--- config.mk ---
export PLATFORM = sky130hd
export DESIGN_NAME = stc_timing_config
export DESIGN_NICKNAME = d
export VERILOG_FILES = /design/src/common/stc_pkg.sv /design/src/hdl/stc_timing_config.sv
export SDC_FILE = /design/constraint.sdc
export NUM_CORES = 1
export LEC_CHECK = 0
export BUFFER_PORTS_ARGS = -buffer_cell sky130_fd_sc_hd__buf_2
export CAP_MARGIN = 20
export CORE_MARGIN = 3
export CORE_UTILIZATION = 55
export DETAILED_ROUTE_END_ITERATION = 12
export PLACE_DENSITY = 0.74
export SYNTH_ARGS = -nofsm -noshare
export SYNTH_HDL_FRONTEND = slang
export SYNTH_SLANG_ARGS = --single-unit
export TNS_END_PERCENT = 50
--- constraint.sdc ---
create_clock -name ref_clk -period 3.3 [get_ports ref_clk]
set_input_delay 0.165 -clock ref_clk [delete_from_list [all_inputs] [get_ports ref_clk]]
set_output_delay 0.165 -clock ref_clk [all_outputs]
set_load 0.02 [all_outputs]
--- src/common/stc_pkg.sv ---
package stc_pkg;

  // ----------------------------------------------------------------
  // register map
  // ----------------------------------------------------------------
  localparam logic [31:0] CFG_ADDR = 32'h0fffe808;
  localparam logic [31:0] TPR0_ADDR = 32'h0fffe80c;
  localparam logic [31:0] TPR1_ADDR = 32'hffffe810;
  localparam logic [31:0] TPR2_ADDR = 32'h0fffe814;
  localparam logic [31:0] WPMR_ADDR = 32'h0fffe840;

  localparam logic [31:0] CFG_WMASK = 32'h00557000;
  localparam logic [31:0] CFG_RST = 32'h00007000;
  localparam logic [31:0] TPR0_WMASK = 32'hffffffff;
  localparam logic [31:0] TPR0_RST = 32'h20227225;
  localparam logic [31:0] TPR1_WMASK = 32'h0fffff1f;
  localparam logic [31:0] TPR1_RST = 32'h03c80808;
  localparam logic [31:0] TPR2_WMASK = 32'h000f7fff;
  localparam logic [31:0] TPR2_RST = 32'h00042062;
  localparam logic [31:0] WPMR_WMASK = 32'h00000001;
  localparam logic [31:0] WPMR_RST = 32'h00000000;

  // ----------------------------------------------------------------
  // counters
  // ----------------------------------------------------------------
  localparam int CNT_W = 8;
  localparam int NBANK = 8;
  localparam int G_RC = 0;
  localparam int G_RRD = 1;
  localparam int G_RP = 2;
  localparam int G_RPA = 3;
  localparam int G_MRD = 4;
  localparam int G_RFC = 5;
  localparam int G_WTR = 6;
  localparam int G_XSNR = 7;
  localparam int G_XSRD = 8;
  localparam int G_XP = 9;
  localparam int G_XARD = 10;
  localparam int G_XARDS = 11;
  localparam int G_NUM = 12;

  // ----------------------------------------------------------------
  // types
  // ----------------------------------------------------------------
  typedef enum logic [1:0] {MEM_SDR, MEM_LPSDR, MEM_LPDDR1, MEM_DDR2}
    stc_mem_t;
  typedef enum logic [3:0] {OP_NOP, OP_ACT, OP_RD, OP_WR, OP_PRE, OP_PREA,
    OP_REF, OP_LMR, OP_BST} stc_op_t;
  typedef enum logic [1:0] {CKE_SELFREF, CKE_PD_PRE, CKE_PD_FAST,
    CKE_PD_SLOW} stc_cke_cause_t;

  typedef struct packed {
    logic valid;
    stc_op_t op;
    logic [2:0] bank;
  } stc_cmd_t;

  typedef struct packed {
    logic rise;
    stc_cke_cause_t cause;
  } stc_cke_t;

  typedef struct packed {
    logic [7:0] actOk;
    logic [7:0] preOk;
    logic [7:0] rwOk;
    logic [7:0] bstOk;
    logic rdOk;
    logic wrOk;
    logic refOk;
    logic anyOk;
  } stc_allow_t;

  typedef struct packed {
    logic sharedBusFlag;
    logic burstStopRestrict;
    logic bankCount;
    logic addressMappingMode;
    logic [2:0] driverCalibrationCode;
  } stc_cfg_out_t;

  typedef struct packed {
    logic [8:0] rsvd0;
    logic addressMappingMode;
    logic rsvd1;
    logic bankCount;
    logic rsvd2;
    logic burstStopRestrict;
    logic rsvd3;
    logic sharedBusFlag;
    logic rsvd4;
    logic [2:0] driverCalibrationCode;
    logic [11:0] rsvd5;
  } stc_cfg_t;

  typedef struct packed {
    logic [3:0] modeLoadDelay;
    logic shortenWrRdBit;
    logic [2:0] internalWrToRdDelay;
    logic [3:0] bankToBankActDelay;
    logic [3:0] prechargeDelay;
    logic [3:0] rowCycleDelay;
    logic [3:0] writeRecoveryDelay;
    logic [3:0] rowToColDelay;
    logic [3:0] actToPreDelay;
  } stc_tpr0_t;

  typedef struct packed {
    logic [3:0] rsvd0;
    logic [3:0] powerdownExitDelay;
    logic [7:0] selfrefExitReadDelay;
    logic [7:0] selfrefExitNonreadDelay;
    logic [2:0] rsvd1;
    logic [4:0] refreshCycleDelay;
  } stc_tpr1_t;

  typedef struct packed {
    logic [11:0] rsvd0;
    logic [3:0] fourActWindow;
    logic rsvd1;
    logic [2:0] readToPreDelay;
    logic [3:0] prechargeAllDelay;
    logic [3:0] slowExitReadDelay;
    logic [3:0] fastExitReadDelay;
  } stc_tpr2_t;

endpackage : stc_pkg

--- src/hdl/stc_timing_config.sv ---
`timescale 1ns/1ps
// Behaviour
// software uses calibration code 7 then 0; field resets to 7
// shared bus flag, reset 0 alone, 1 shares external bus
// restrict bit 1 forbids burst stop to another bank after activate
// bank count 0 gives four banks, 1 gives eight (DDR2 only); logic gives eight on every memory type
// address mapping 0 sequential (reset), 1 interleaved
// timing registers ignore writes while write protect is set
// activate to precharge same bank spaced by programmed count
// activate to read or write same row spaced by programmed count
// write to precharge honours programmed write recovery count
// activate to refresh spaced by row cycle count
// after precharge wait programmed count before any command
// activates to different banks spaced by bank-to-bank count
// write-to-read count direct on DDR2, code 0/1 means 1/2 on LPDDR1
// shorten bit cuts write-to-read by one; field must stay 0; logic applies the cut on LPDDR1 only
// after mode load wait count before activate or refresh
// after refresh wait count before activate or refresh
// self-refresh exit waits count before any non-read command; burst stop permission does not wait
// DDR self-refresh exit waits count before read; 0 on LPDDR1; logic loads the count on LPDDR1 as on DDR2
// power-down exit waits count before first command; logic waits on DDR2 and LPDDR1 only
// DDR2 fast active power-down exit waits count before read
// DDR2 slow active power-down exit waits count before read
// DDR2 precharge-all waits count before any command
// each spacing is a reloaded down-counter gating dependent command
module stc_timing_config (
  input wire logic ref_clk,
  input wire logic nrst,
  input wire logic psel,
  input wire logic penable,
  input wire logic pwrite,
  input wire logic [31:0] paddr,
  input wire logic [31:0] pwdata,
  output logic [31:0] prdata,
  output logic pready,
  output logic pslverr,
  input wire stc_pkg::stc_mem_t memType,
  input wire stc_pkg::stc_cmd_t cmd,
  input wire stc_pkg::stc_cke_t cke,
  output stc_pkg::stc_allow_t allow,
  output stc_pkg::stc_cfg_out_t cfgOut
);
  import stc_pkg::*;

  // ----------------------------------------------------------------
  // helpers
  // ----------------------------------------------------------------
  function automatic logic [4:0] regSel(input logic [31:0] a);
    regSel = {a == WPMR_ADDR, a == TPR2_ADDR, a == TPR1_ADDR,
      a == TPR0_ADDR, a == CFG_ADDR};
  endfunction : regSel

  // a spacing of n cycles reloads the counter with n-1
  function automatic logic [CNT_W-1:0] loadVal(input logic [CNT_W-1:0] n);
    loadVal = (n == '0) ? '0 : n - 8'h01;
  endfunction : loadVal

  function automatic logic [CNT_W-1:0] tick(input logic [CNT_W-1:0] c,
    input logic ld, input logic [CNT_W-1:0] n);
    if (ld)
      tick = loadVal(n);
    else
      tick = (c == '0) ? '0 : c - 8'h01;
  endfunction : tick

  function automatic logic opIs(input stc_cmd_t c, input stc_op_t o);
    opIs = c.valid && (c.op == o);
  endfunction : opIs

  // ----------------------------------------------------------------
  // registers and apb slave
  // ----------------------------------------------------------------
  logic [31:0] cfg_q, tpr0_q, tpr1_q, tpr2_q, wpmr_q, prdata_q, rdMux;
  logic pready_q, pslverr_q, setup, wrEn, wpOn;
  logic [4:0] sel;
  stc_cfg_t c;
  stc_tpr0_t t0;
  stc_tpr1_t t1;
  stc_tpr2_t t2;

  assign c = stc_cfg_t'(cfg_q);
  assign t0 = stc_tpr0_t'(tpr0_q);
  assign t1 = stc_tpr1_t'(tpr1_q);
  assign t2 = stc_tpr2_t'(tpr2_q);
  assign sel = regSel(paddr);
  assign setup = psel && !penable;
  assign wrEn = psel && penable && pready_q && pwrite;
  assign wpOn = wpmr_q[0];
  assign prdata = prdata_q;
  assign pready = pready_q;
  assign pslverr = pslverr_q;

  always_comb
  begin
    rdMux = '0;
    unique case (1'b1)
      sel[0]: rdMux = cfg_q;
      sel[1]: rdMux = tpr0_q;
      sel[2]: rdMux = tpr1_q;
      sel[3]: rdMux = tpr2_q;
      sel[4]: rdMux = wpmr_q;
      default: rdMux = '0;
    endcase
  end

  // zero wait states: pready rises in the access cycle
  always_ff @(posedge ref_clk or negedge nrst)
  begin
    if (!nrst)
    begin
      pready_q <= 1'b0;
      pslverr_q <= 1'b0;
      prdata_q <= '0;
    end
    else
    begin
      pready_q <= setup;
      pslverr_q <= setup && (sel == '0);
      if (setup && !pwrite)
        prdata_q <= rdMux;
    end
  end

  always_ff @(posedge ref_clk or negedge nrst)
  begin
    if (!nrst)
    begin
      cfg_q <= CFG_RST;
      tpr0_q <= TPR0_RST;
      tpr1_q <= TPR1_RST;
      tpr2_q <= TPR2_RST;
      wpmr_q <= WPMR_RST;
    end
    else if (wrEn)
    begin
      if (sel[4])
        wpmr_q <= pwdata & WPMR_WMASK;
      if (!wpOn)
      begin
        if (sel[0])
          cfg_q <= pwdata & CFG_WMASK;
        if (sel[1])
          tpr0_q <= pwdata & TPR0_WMASK;
        if (sel[2])
          tpr1_q <= pwdata & TPR1_WMASK;
        if (sel[3])
          tpr2_q <= pwdata & TPR2_WMASK;
      end
    end
  end

  assign cfgOut.sharedBusFlag = c.sharedBusFlag;
  assign cfgOut.burstStopRestrict = c.burstStopRestrict;
  assign cfgOut.bankCount = c.bankCount;
  assign cfgOut.addressMappingMode = c.addressMappingMode;
  assign cfgOut.driverCalibrationCode = c.driverCalibrationCode;

  // ----------------------------------------------------------------
  // global spacing counters
  // ----------------------------------------------------------------
  logic [2:0] bankEff;
  logic isDdr, isDdr2;
  logic [CNT_W-1:0] wtrEff;
  logic [G_NUM-1:0] gLoad;
  logic [CNT_W-1:0] gVal [G_NUM], gCnt_d [G_NUM], gCnt_q [G_NUM];

  assign bankEff = {cmd.bank[2] & c.bankCount, cmd.bank[1:0]};
  assign isDdr = (memType == MEM_DDR2) || (memType == MEM_LPDDR1);
  assign isDdr2 = memType == MEM_DDR2;

  always_comb
  begin
    wtrEff = '0;
    if (isDdr2)
      wtrEff = CNT_W'(t0.internalWrToRdDelay);
    else if (memType == MEM_LPDDR1)
    begin
      wtrEff = t0.internalWrToRdDelay[0] ? 8'h02 : 8'h01;
      if (t0.shortenWrRdBit)
        wtrEff = wtrEff - 8'h01;
    end
  end

  always_comb
  begin
    gLoad = '0;
    gVal = '{default: '0};
    gLoad[G_RC] = opIs(cmd, OP_ACT);
    gVal[G_RC] = CNT_W'(t0.rowCycleDelay);
    gLoad[G_RRD] = opIs(cmd, OP_ACT);
    gVal[G_RRD] = CNT_W'(t0.bankToBankActDelay);
    gLoad[G_RP] = opIs(cmd, OP_PRE) || (opIs(cmd, OP_PREA) && !isDdr2);
    gVal[G_RP] = CNT_W'(t0.prechargeDelay);
    gLoad[G_RPA] = opIs(cmd, OP_PREA) && isDdr2;
    gVal[G_RPA] = CNT_W'(t2.prechargeAllDelay);
    gLoad[G_MRD] = opIs(cmd, OP_LMR);
    gVal[G_MRD] = CNT_W'(t0.modeLoadDelay);
    gLoad[G_RFC] = opIs(cmd, OP_REF);
    gVal[G_RFC] = CNT_W'(t1.refreshCycleDelay);
    gLoad[G_WTR] = opIs(cmd, OP_WR);
    gVal[G_WTR] = wtrEff;
    gLoad[G_XSNR] = cke.rise && (cke.cause == CKE_SELFREF);
    gVal[G_XSNR] = t1.selfrefExitNonreadDelay;
    gLoad[G_XSRD] = gLoad[G_XSNR] && isDdr;
    gVal[G_XSRD] = t1.selfrefExitReadDelay;
    gLoad[G_XP] = cke.rise && (cke.cause != CKE_SELFREF) && isDdr;
    gVal[G_XP] = CNT_W'(t1.powerdownExitDelay);
    gLoad[G_XARD] = cke.rise && (cke.cause == CKE_PD_FAST) && isDdr2;
    gVal[G_XARD] = CNT_W'(t2.fastExitReadDelay);
    gLoad[G_XARDS] = cke.rise && (cke.cause == CKE_PD_SLOW) && isDdr2;
    gVal[G_XARDS] = CNT_W'(t2.slowExitReadDelay);
  end

  always_comb
    for (int i = 0; i < G_NUM; i++)
      gCnt_d[i] = tick(gCnt_q[i], gLoad[i], gVal[i]);

  always_ff @(posedge ref_clk or negedge nrst)
  begin
    if (!nrst)
      gCnt_q <= '{default: '0};
    else
      gCnt_q <= gCnt_d;
  end

  // ----------------------------------------------------------------
  // per-bank counters and command permissions
  // ----------------------------------------------------------------
  logic [2:0] lastAct_q, lastAct_d;
  logic actSeen_q, actSeen_d, base, nonRd;
  stc_allow_t allow_d, allow_q;
  logic [CNT_W-1:0] rasCnt_q [NBANK], rcdCnt_q [NBANK], wrCnt_q [NBANK];

  // the activate taken at this edge already counts as the last one
  assign lastAct_d = opIs(cmd, OP_ACT) ? bankEff : lastAct_q;
  assign actSeen_d = actSeen_q || opIs(cmd, OP_ACT);
  assign allow = allow_q;
  assign base = (gCnt_d[G_RP] == '0) && (gCnt_d[G_RPA] == '0) &&
    (gCnt_d[G_XP] == '0);
  assign nonRd = gCnt_d[G_XSNR] == '0;

  always_ff @(posedge ref_clk or negedge nrst)
  begin
    if (!nrst)
    begin
      lastAct_q <= '0;
      actSeen_q <= 1'b0;
    end
    else
    begin
      lastAct_q <= lastAct_d;
      actSeen_q <= actSeen_d;
    end
  end

  for (genvar b = 0; b < NBANK; b++)
  begin : g_bank
    logic hit, bankOk;
    logic [CNT_W-1:0] rasCnt_d, rcdCnt_d, wrCnt_d;
    assign hit = bankEff == 3'(b);
    assign bankOk = (b < 4) || c.bankCount;
    assign rasCnt_d = tick(rasCnt_q[b], opIs(cmd, OP_ACT) && hit,
      CNT_W'(t0.actToPreDelay));
    assign rcdCnt_d = tick(rcdCnt_q[b], opIs(cmd, OP_ACT) && hit,
      CNT_W'(t0.rowToColDelay));
    assign wrCnt_d = tick(wrCnt_q[b], opIs(cmd, OP_WR) && hit,
      CNT_W'(t0.writeRecoveryDelay));
    always_ff @(posedge ref_clk or negedge nrst)
    begin
      if (!nrst)
      begin
        rasCnt_q[b] <= '0;
        rcdCnt_q[b] <= '0;
        wrCnt_q[b] <= '0;
      end
      else
      begin
        rasCnt_q[b] <= rasCnt_d;
        rcdCnt_q[b] <= rcdCnt_d;
        wrCnt_q[b] <= wrCnt_d;
      end
    end
    assign allow_d.actOk[b] = bankOk && base && nonRd &&
      (gCnt_d[G_MRD] == '0) && (gCnt_d[G_RFC] == '0) &&
      ((gCnt_d[G_RRD] == '0) || (lastAct_d == 3'(b)));
    assign allow_d.preOk[b] = bankOk && base && nonRd &&
      (rasCnt_d == '0) && (wrCnt_d == '0);
    assign allow_d.rwOk[b] = bankOk && base && (rcdCnt_d == '0);
    assign allow_d.bstOk[b] = bankOk && base && (!c.burstStopRestrict ||
      !actSeen_d || (lastAct_d == 3'(b)));
  end

  assign allow_d.rdOk = base && (gCnt_d[G_WTR] == '0) &&
    (gCnt_d[G_XSRD] == '0) && (gCnt_d[G_XARD] == '0) &&
    (gCnt_d[G_XARDS] == '0);
  assign allow_d.wrOk = base && nonRd;
  assign allow_d.refOk = base && nonRd && (gCnt_d[G_RC] == '0) &&
    (gCnt_d[G_MRD] == '0) && (gCnt_d[G_RFC] == '0);
  assign allow_d.anyOk = base && nonRd;

  always_ff @(posedge ref_clk or negedge nrst)
  begin
    if (!nrst)
      allow_q <= '0;
    else
      allow_q <= allow_d;
  end
endmodule : stc_timing_config

# After elaboration in Yosys (flattened, before gate mapping)
# Cells that the tools add are included.
[totals]
ramBits = 0
wordCells = 445
out_inout_bits = 77
latch_bits = 0
regBits = 445
in_bits = 82
n_memories = 0
rom_bits = 0
[op_classes]
reduce_logical = 216
add_sub_neg = 52
muxes = 93
n_mul = 0
n_eq_ne = 29
n_bitwise = 2
n_div = 0
n_shift = 0
order_cmp = 0
[op_table]
columns = ["op", "n"]
rows = [
  ["2-to-1 mux 8 bit", 90],
  ["logical NOT 8 bit", 84],
  ["subtractor 8 x 1 -> 8 bit (second input constant)", 39],
  ["case mux 32 bit (5 select lines)", 1],
  ["equality test 32 x 28 -> 1 bit (second input constant)", 4],
  ["logical AND 1 bit", 94],
  ["subtractor 4 x 1 -> 5 bit (second input constant)", 11],
  ["equality test 32 bit (second input constant)", 1],
  ["equality test 3 bit (second input constant)", 8],
  ["logical OR 1 bit", 20],
  ["equality test 4 x 3 -> 1 bit (second input constant)", 4],
  ["equality test 3 x 2 -> 1 bit (second input constant)", 4],
  ["logical NOT 4 bit", 3],
  ["AND reduction 3 bit", 4],
  ["equality test 2 bit (second input constant)", 4],
  ["equality test 3 x 1 -> 1 bit (second input constant)", 2],
  ["logical NOT 3 bit", 2],
  ["subtractor 5 x 1 -> 6 bit (second input constant)", 1],
  ["logical NOT 1 bit", 5],
  ["logical NOT 5 bit", 1],
  ["equality test 4 x 1 -> 1 bit (second input constant)", 1],
  ["equality test 4 x 2 -> 1 bit (second input constant)", 1],
  ["2-to-1 mux 3 bit", 1],
  ["subtractor 2 x 1 -> 3 bit (second input constant)", 1],
  ["other kinds (6)", 6],
]

# Longest topological paths before layout
[depth]
ltp_word = 13
ltp_mapped = 12
ltp_nobuf = 10

# Least setup slack after synthesis
# Ideal clock, no wire load.
[synth_path]
path_kind = "flip-flop to flip-flop"
startpoint = "register wrCnt_q[0] (netlist bit)"
endpoint = "register allow_q, in the netlist allow[27]"
path_buffers = 0
setup_time_ns = 0.096
required_ns = 3.204
setup_slack_ns = 0.494
path_stages_with_launch = 10
t_arrival_ns = 2.710
period_less_slack_ns = 2.806
path_cell_list = "dfrtp_1 inv_1 ha_1 nor3b_4 nand2_1 or3_1 a31o_2 or4_1 or4_1 nor4_2"
[synth_lines]
columns = ["element", "line", "source"]
rows = [
  ["start, declared", "stc_timing_config.sv:232", "logic [CNT_W-1:0] rasCnt_q [NBANK], rcdCnt_q [NBANK], wrCnt_q [NBANK];"],
  ["start signal, assigned by index", "stc_timing_config.sv:280", "wrCnt_q[b] <= wrCnt_d;"],
  ["end signal, assigned", "stc_timing_config.sv:306", "allow_q <= allow_d;"],
  ["end, declared", "stc_timing_config.sv:231", "stc_allow_t allow_d, allow_q;"],
]

==> summary.md <==
| Metric | Value |
|---|---|
| Worst Setup SP | gCnt_q[20]$_DFF_PN0_ |
| Final worst setup slack | 226 ps |
| Final #Nets | 2,744 |
| Worst hold stages | 4 |
| Setup Total Neg Slack | 0 ps |
| Drt wl/cell | 20.1 um |
| Hold WC Path Type | primary input to flop |
| Post-synth top area share | 44.6% |
| Pre-CTS setup slack | 266 ps |
| WL final | 64.2 mm |
| Syn Nets | 2,504 |
| FFs w/ async S/R, synth | 100% |
| Dpl cells | 3,067 |
| Worst Setup Path Type | flop to flop |
| Hold Crit Start | cke[1] |
| Peak VDD IR | 500 uV |
| Via count | 19,900 |
| Synth Flop Type | dfrtp_1 |
| Post-Route Skew | 20.1 ps |
| Detail Route Antenna Nets | 0 |
| Largest family of logic cells by synthesized area | simple AND/OR/NAND/NOR gates |
| Die Ht | 213 um |
| Leak Pwr | 12.3 nW |
| Root Buffer | clkbuf_16 |
| I/O Pins | 159 |
| Total grt overflow | 0 |
| TritonCTS clock tree | yes |
| Pwr Total | 19.6 mW |
| Synth Area per Inst | 9.91 um^2 |
| Worst Path Max Fanout | 7 |
| Slowest-stage cell, CP | or4_4 |
| Clock transition at path regs | 60 ps |
| RSZ-0062 raised after global routing | no |
| Fill count | 3,256 |
| Xor-xnor portion of the synthesized cell area | 7.11% |
| Distinct cells, synth | 93 |
| Largest net degree at the start of global routing | 97 |
| CTS H-tree depth | 2 |
| Final setup vio count | 0 |
| Post-Synth Simple-Gate Area | 20.7% |
| Max clock buf depth | 3 |
| Worst-Margin Slew | 1020 ps |
| Post-synthesis adder-cell area fraction | 2.50% |
| Fin. max-slew vios | 0 |
| Seq/Total Area, Yosys | 47.4% |
| Nature of the critical path startpoint | flop |
| Worst flop-to-flop path startpoint | gCnt_q[20]$_DFF_PN0_ |
| First-pass GRT wire length | 103 mm |
| Gpl congestion | 0.952 |
| Clock latency at the later pin of the worst-skew pair | 590 ps |
| Rows | 75 |
| Reg2reg setup slack | 230 ps |
| Antenna violations before repair | 5 |
| Hold EP | gCnt_q[7]$_DFF_PN0_ |
| Area of the mapped netlist | 0.0235 mm^2 |
| Worst R2R End | allow[26]$_DFF_PN0_ |
| Crit path DAT | 3540 ps |
| Max-Cap Viols | 0 |
| Area growth, synth to finish | 16.4% |
| CP required | 3770 ps |
| Worst R2R Path Depth | 7 |
| DR vias/cell | 6.22 |
| Share of layout cells above drive strength 1 | 19.0% |
| Post-synth EDFFs | 0 |
| Minimum clock period | 3070 ps |
| Max-Slew Margin vs Limit | 32.1% |
| Max Freq | 0.325 GHz |
| GRT Total Usage | 28.4% |
| Port bufs | 158 |
| Crit-path cells | or4_4 -> o31ai_4 -> o22ai_1 -> nor4_4 -> and4_1 -> nand2_2 -> nor4_1 |
| Synth Area in Compound Gates | 14.1% |
| Core area | 0.0421 mm^2 |
| Run status | complete, no violations |
| Post-DP HPWL | 46.2 mm |
| Setup Fix Bufs, Post-CTS | 0 |
| Die area | 0.0453 mm^2 |
| Mapped Cells | 2,375 |
| Initial DRC Count | 1,765 |
| Post-synth top area cell | dfrtp_1 |
| Initial core utilization | 55.9% |
| Mux contribution to synthesized area | 4.97% |
| Critical Path Max Stage Delay | 590 ps |
| DRC Markers | 0 |
| Pwr/cell area | 714 mW/mm^2 |
| Die width | 213 um |
| Vias in the first global route | 19,300 |
| CP Capture Type | flop |
| Clock sink count | 445 |
| Top post-synthesis cells by area | dfrtp_1 (45%), xnor2_1 (4.8%), nor2_1 (4.8%), mux2_2 (4.1%), o22ai_1 (3.1%) |
| Period utilization | 93.2% |
| Non-filler cells, final | 3,193 |
| Design Area, Final | 0.0274 mm^2 |
| Placed cell area | 0.0253 mm^2 |
| FF+latch count, synth | 445 |
| Num CTS Buffers | 48 |
| Synth warn | 0 |
| First-pass iteration count of the detailed router | 7 |
| Hold Fails Final Rpt | 0 |
-- layout by cell type, fill, tap and decap left out, drive strengths merged, types with 68 or more instances in the layout --
| cell type | n |
|---|---|
| buf | 237 |
| xnor2 | 129 |
| nor2 | 301 |
| mux2 | 87 |
| nor3 | 95 |
| a21oi | 99 |
| nand2 | 125 |
| o22ai | 116 |
| dfrtp | 420 |
| inv | 107 |
| clkbuf | 68 |
-- cells by family after synthesis --
kind of cell,Yosys count
and+or+nand+nor,907
AOI/OAI and AO/OA,488
DFF,445
adders and majority gates,47
buffers and inverters,191
muxes,106
xor gates and xnor gates,191
-- synth_stat cells (6+ instances only) --
master	n
buf_2	9
nor4_1	57
o32ai_1	13
xor2_1	62
o31ai_1	42
clkbuf_1	62
mux2i_1	19
a222oi_1	10
a31o_2	10
mux2_2	85
and4_1	6
o21ai_0	67
xnor2_1	129
dfrtp_1	420
nor3_1	94
nand2b_1	27
nor2b_1	17
or3b_2	10
or2_2	14
nor2_1	300
a21boi_0	6
nand3_1	44
o311ai_0	9
and3_1	10
a21oi_1	99
buf_1	7
nand4b_1	14
nor3b_1	32
nor4b_1	17
a211oi_1	9
o21a_1	14
a31oi_1	19
ha_1	47
or4_1	30
nand2_1	122
a221oi_1	16
nand4_1	12
inv_1	107
nand3b_1	22
dfstp_2	25
or3_1	27
o22ai_1	116
nor4_2	8
-- metrics by stage --
step                utilization [%]  hold WS (ps)
floorplan                         -          -131
global placement               60.1           264
detailed placement             60.1           271
CTS                            65.0          14.0
global route                   65.0          43.1
finish                         65.0          51.4
-- cell type report --
cell class | count | area (um^2) | area share, %
tap | 539 | 674 | 2.46
clock buffer | 68 | 1400 | 5.10
multi-input combinational | 1739 | 11600 | 42.4
inverter | 107 | 402 | 1.47
antenna | 1 | 2.50 | 0.00914
timing repair buffer | 274 | 1810 | 6.62
sequential | 445 | 11200 | 40.8
clock inverter | 20 | 312 | 1.14
-- worst max-delay path, delay by kind of cell, from the launching register on --
family / cells / cell delay, ps
DFF: 1 / 430
AOI/OAI and AO/OA: 2 / 560
and+or+nand+nor: 5 / 1950
-- flip-flops by register name, summed over array words and instances, names as in the netlist, 3 cells and up --
register / count
c: 7
prdata: 32
t2: 19
gCnt_q: 96
t1: 25
wrCnt_q: 64
rcdCnt_q: 64
rasCnt_q: 64
allow: 35
lastAct_q: 3
t0: 32
-- per-layer routing --
metal  share of wire, %  track usage [%]
met1                 44             39.9
met2                 46             44.9
met3                6.9             5.55
met4                3.0             8.90
met5              0.047                0
-- how the worst max path moves through the flow --
stage                                     end  slack [ps]  cells past startpoint
after floorplan           allow[27]$_DFF_PN0_         490                      9
after global routing      allow[16]$_DFF_PN0_          50                      9
after CTS                 allow[27]$_DFF_PN0_         250                      9
after detailed placement  allow[12]$_DFF_PN0_         270                      8
final                     allow[26]$_DFF_PN0_         230                      7
after global placement    allow[14]$_DFF_PN0_         370                      8
-- timing repair --
item,4_1_cts,5_1_grt
hold endpoints to repair,173,0
hold buffers,37,0
resized for setup,0,0
-- power breakdown --
part           switching, mW  total [mW]  leakage, nW  internal [mW]
Clock                   2.26        5.83        0.835           3.57
Combinational           3.05        5.63         5.87           2.58
Sequential              1.38        8.10         5.62           6.72
(Power assumes the default switching activity.)
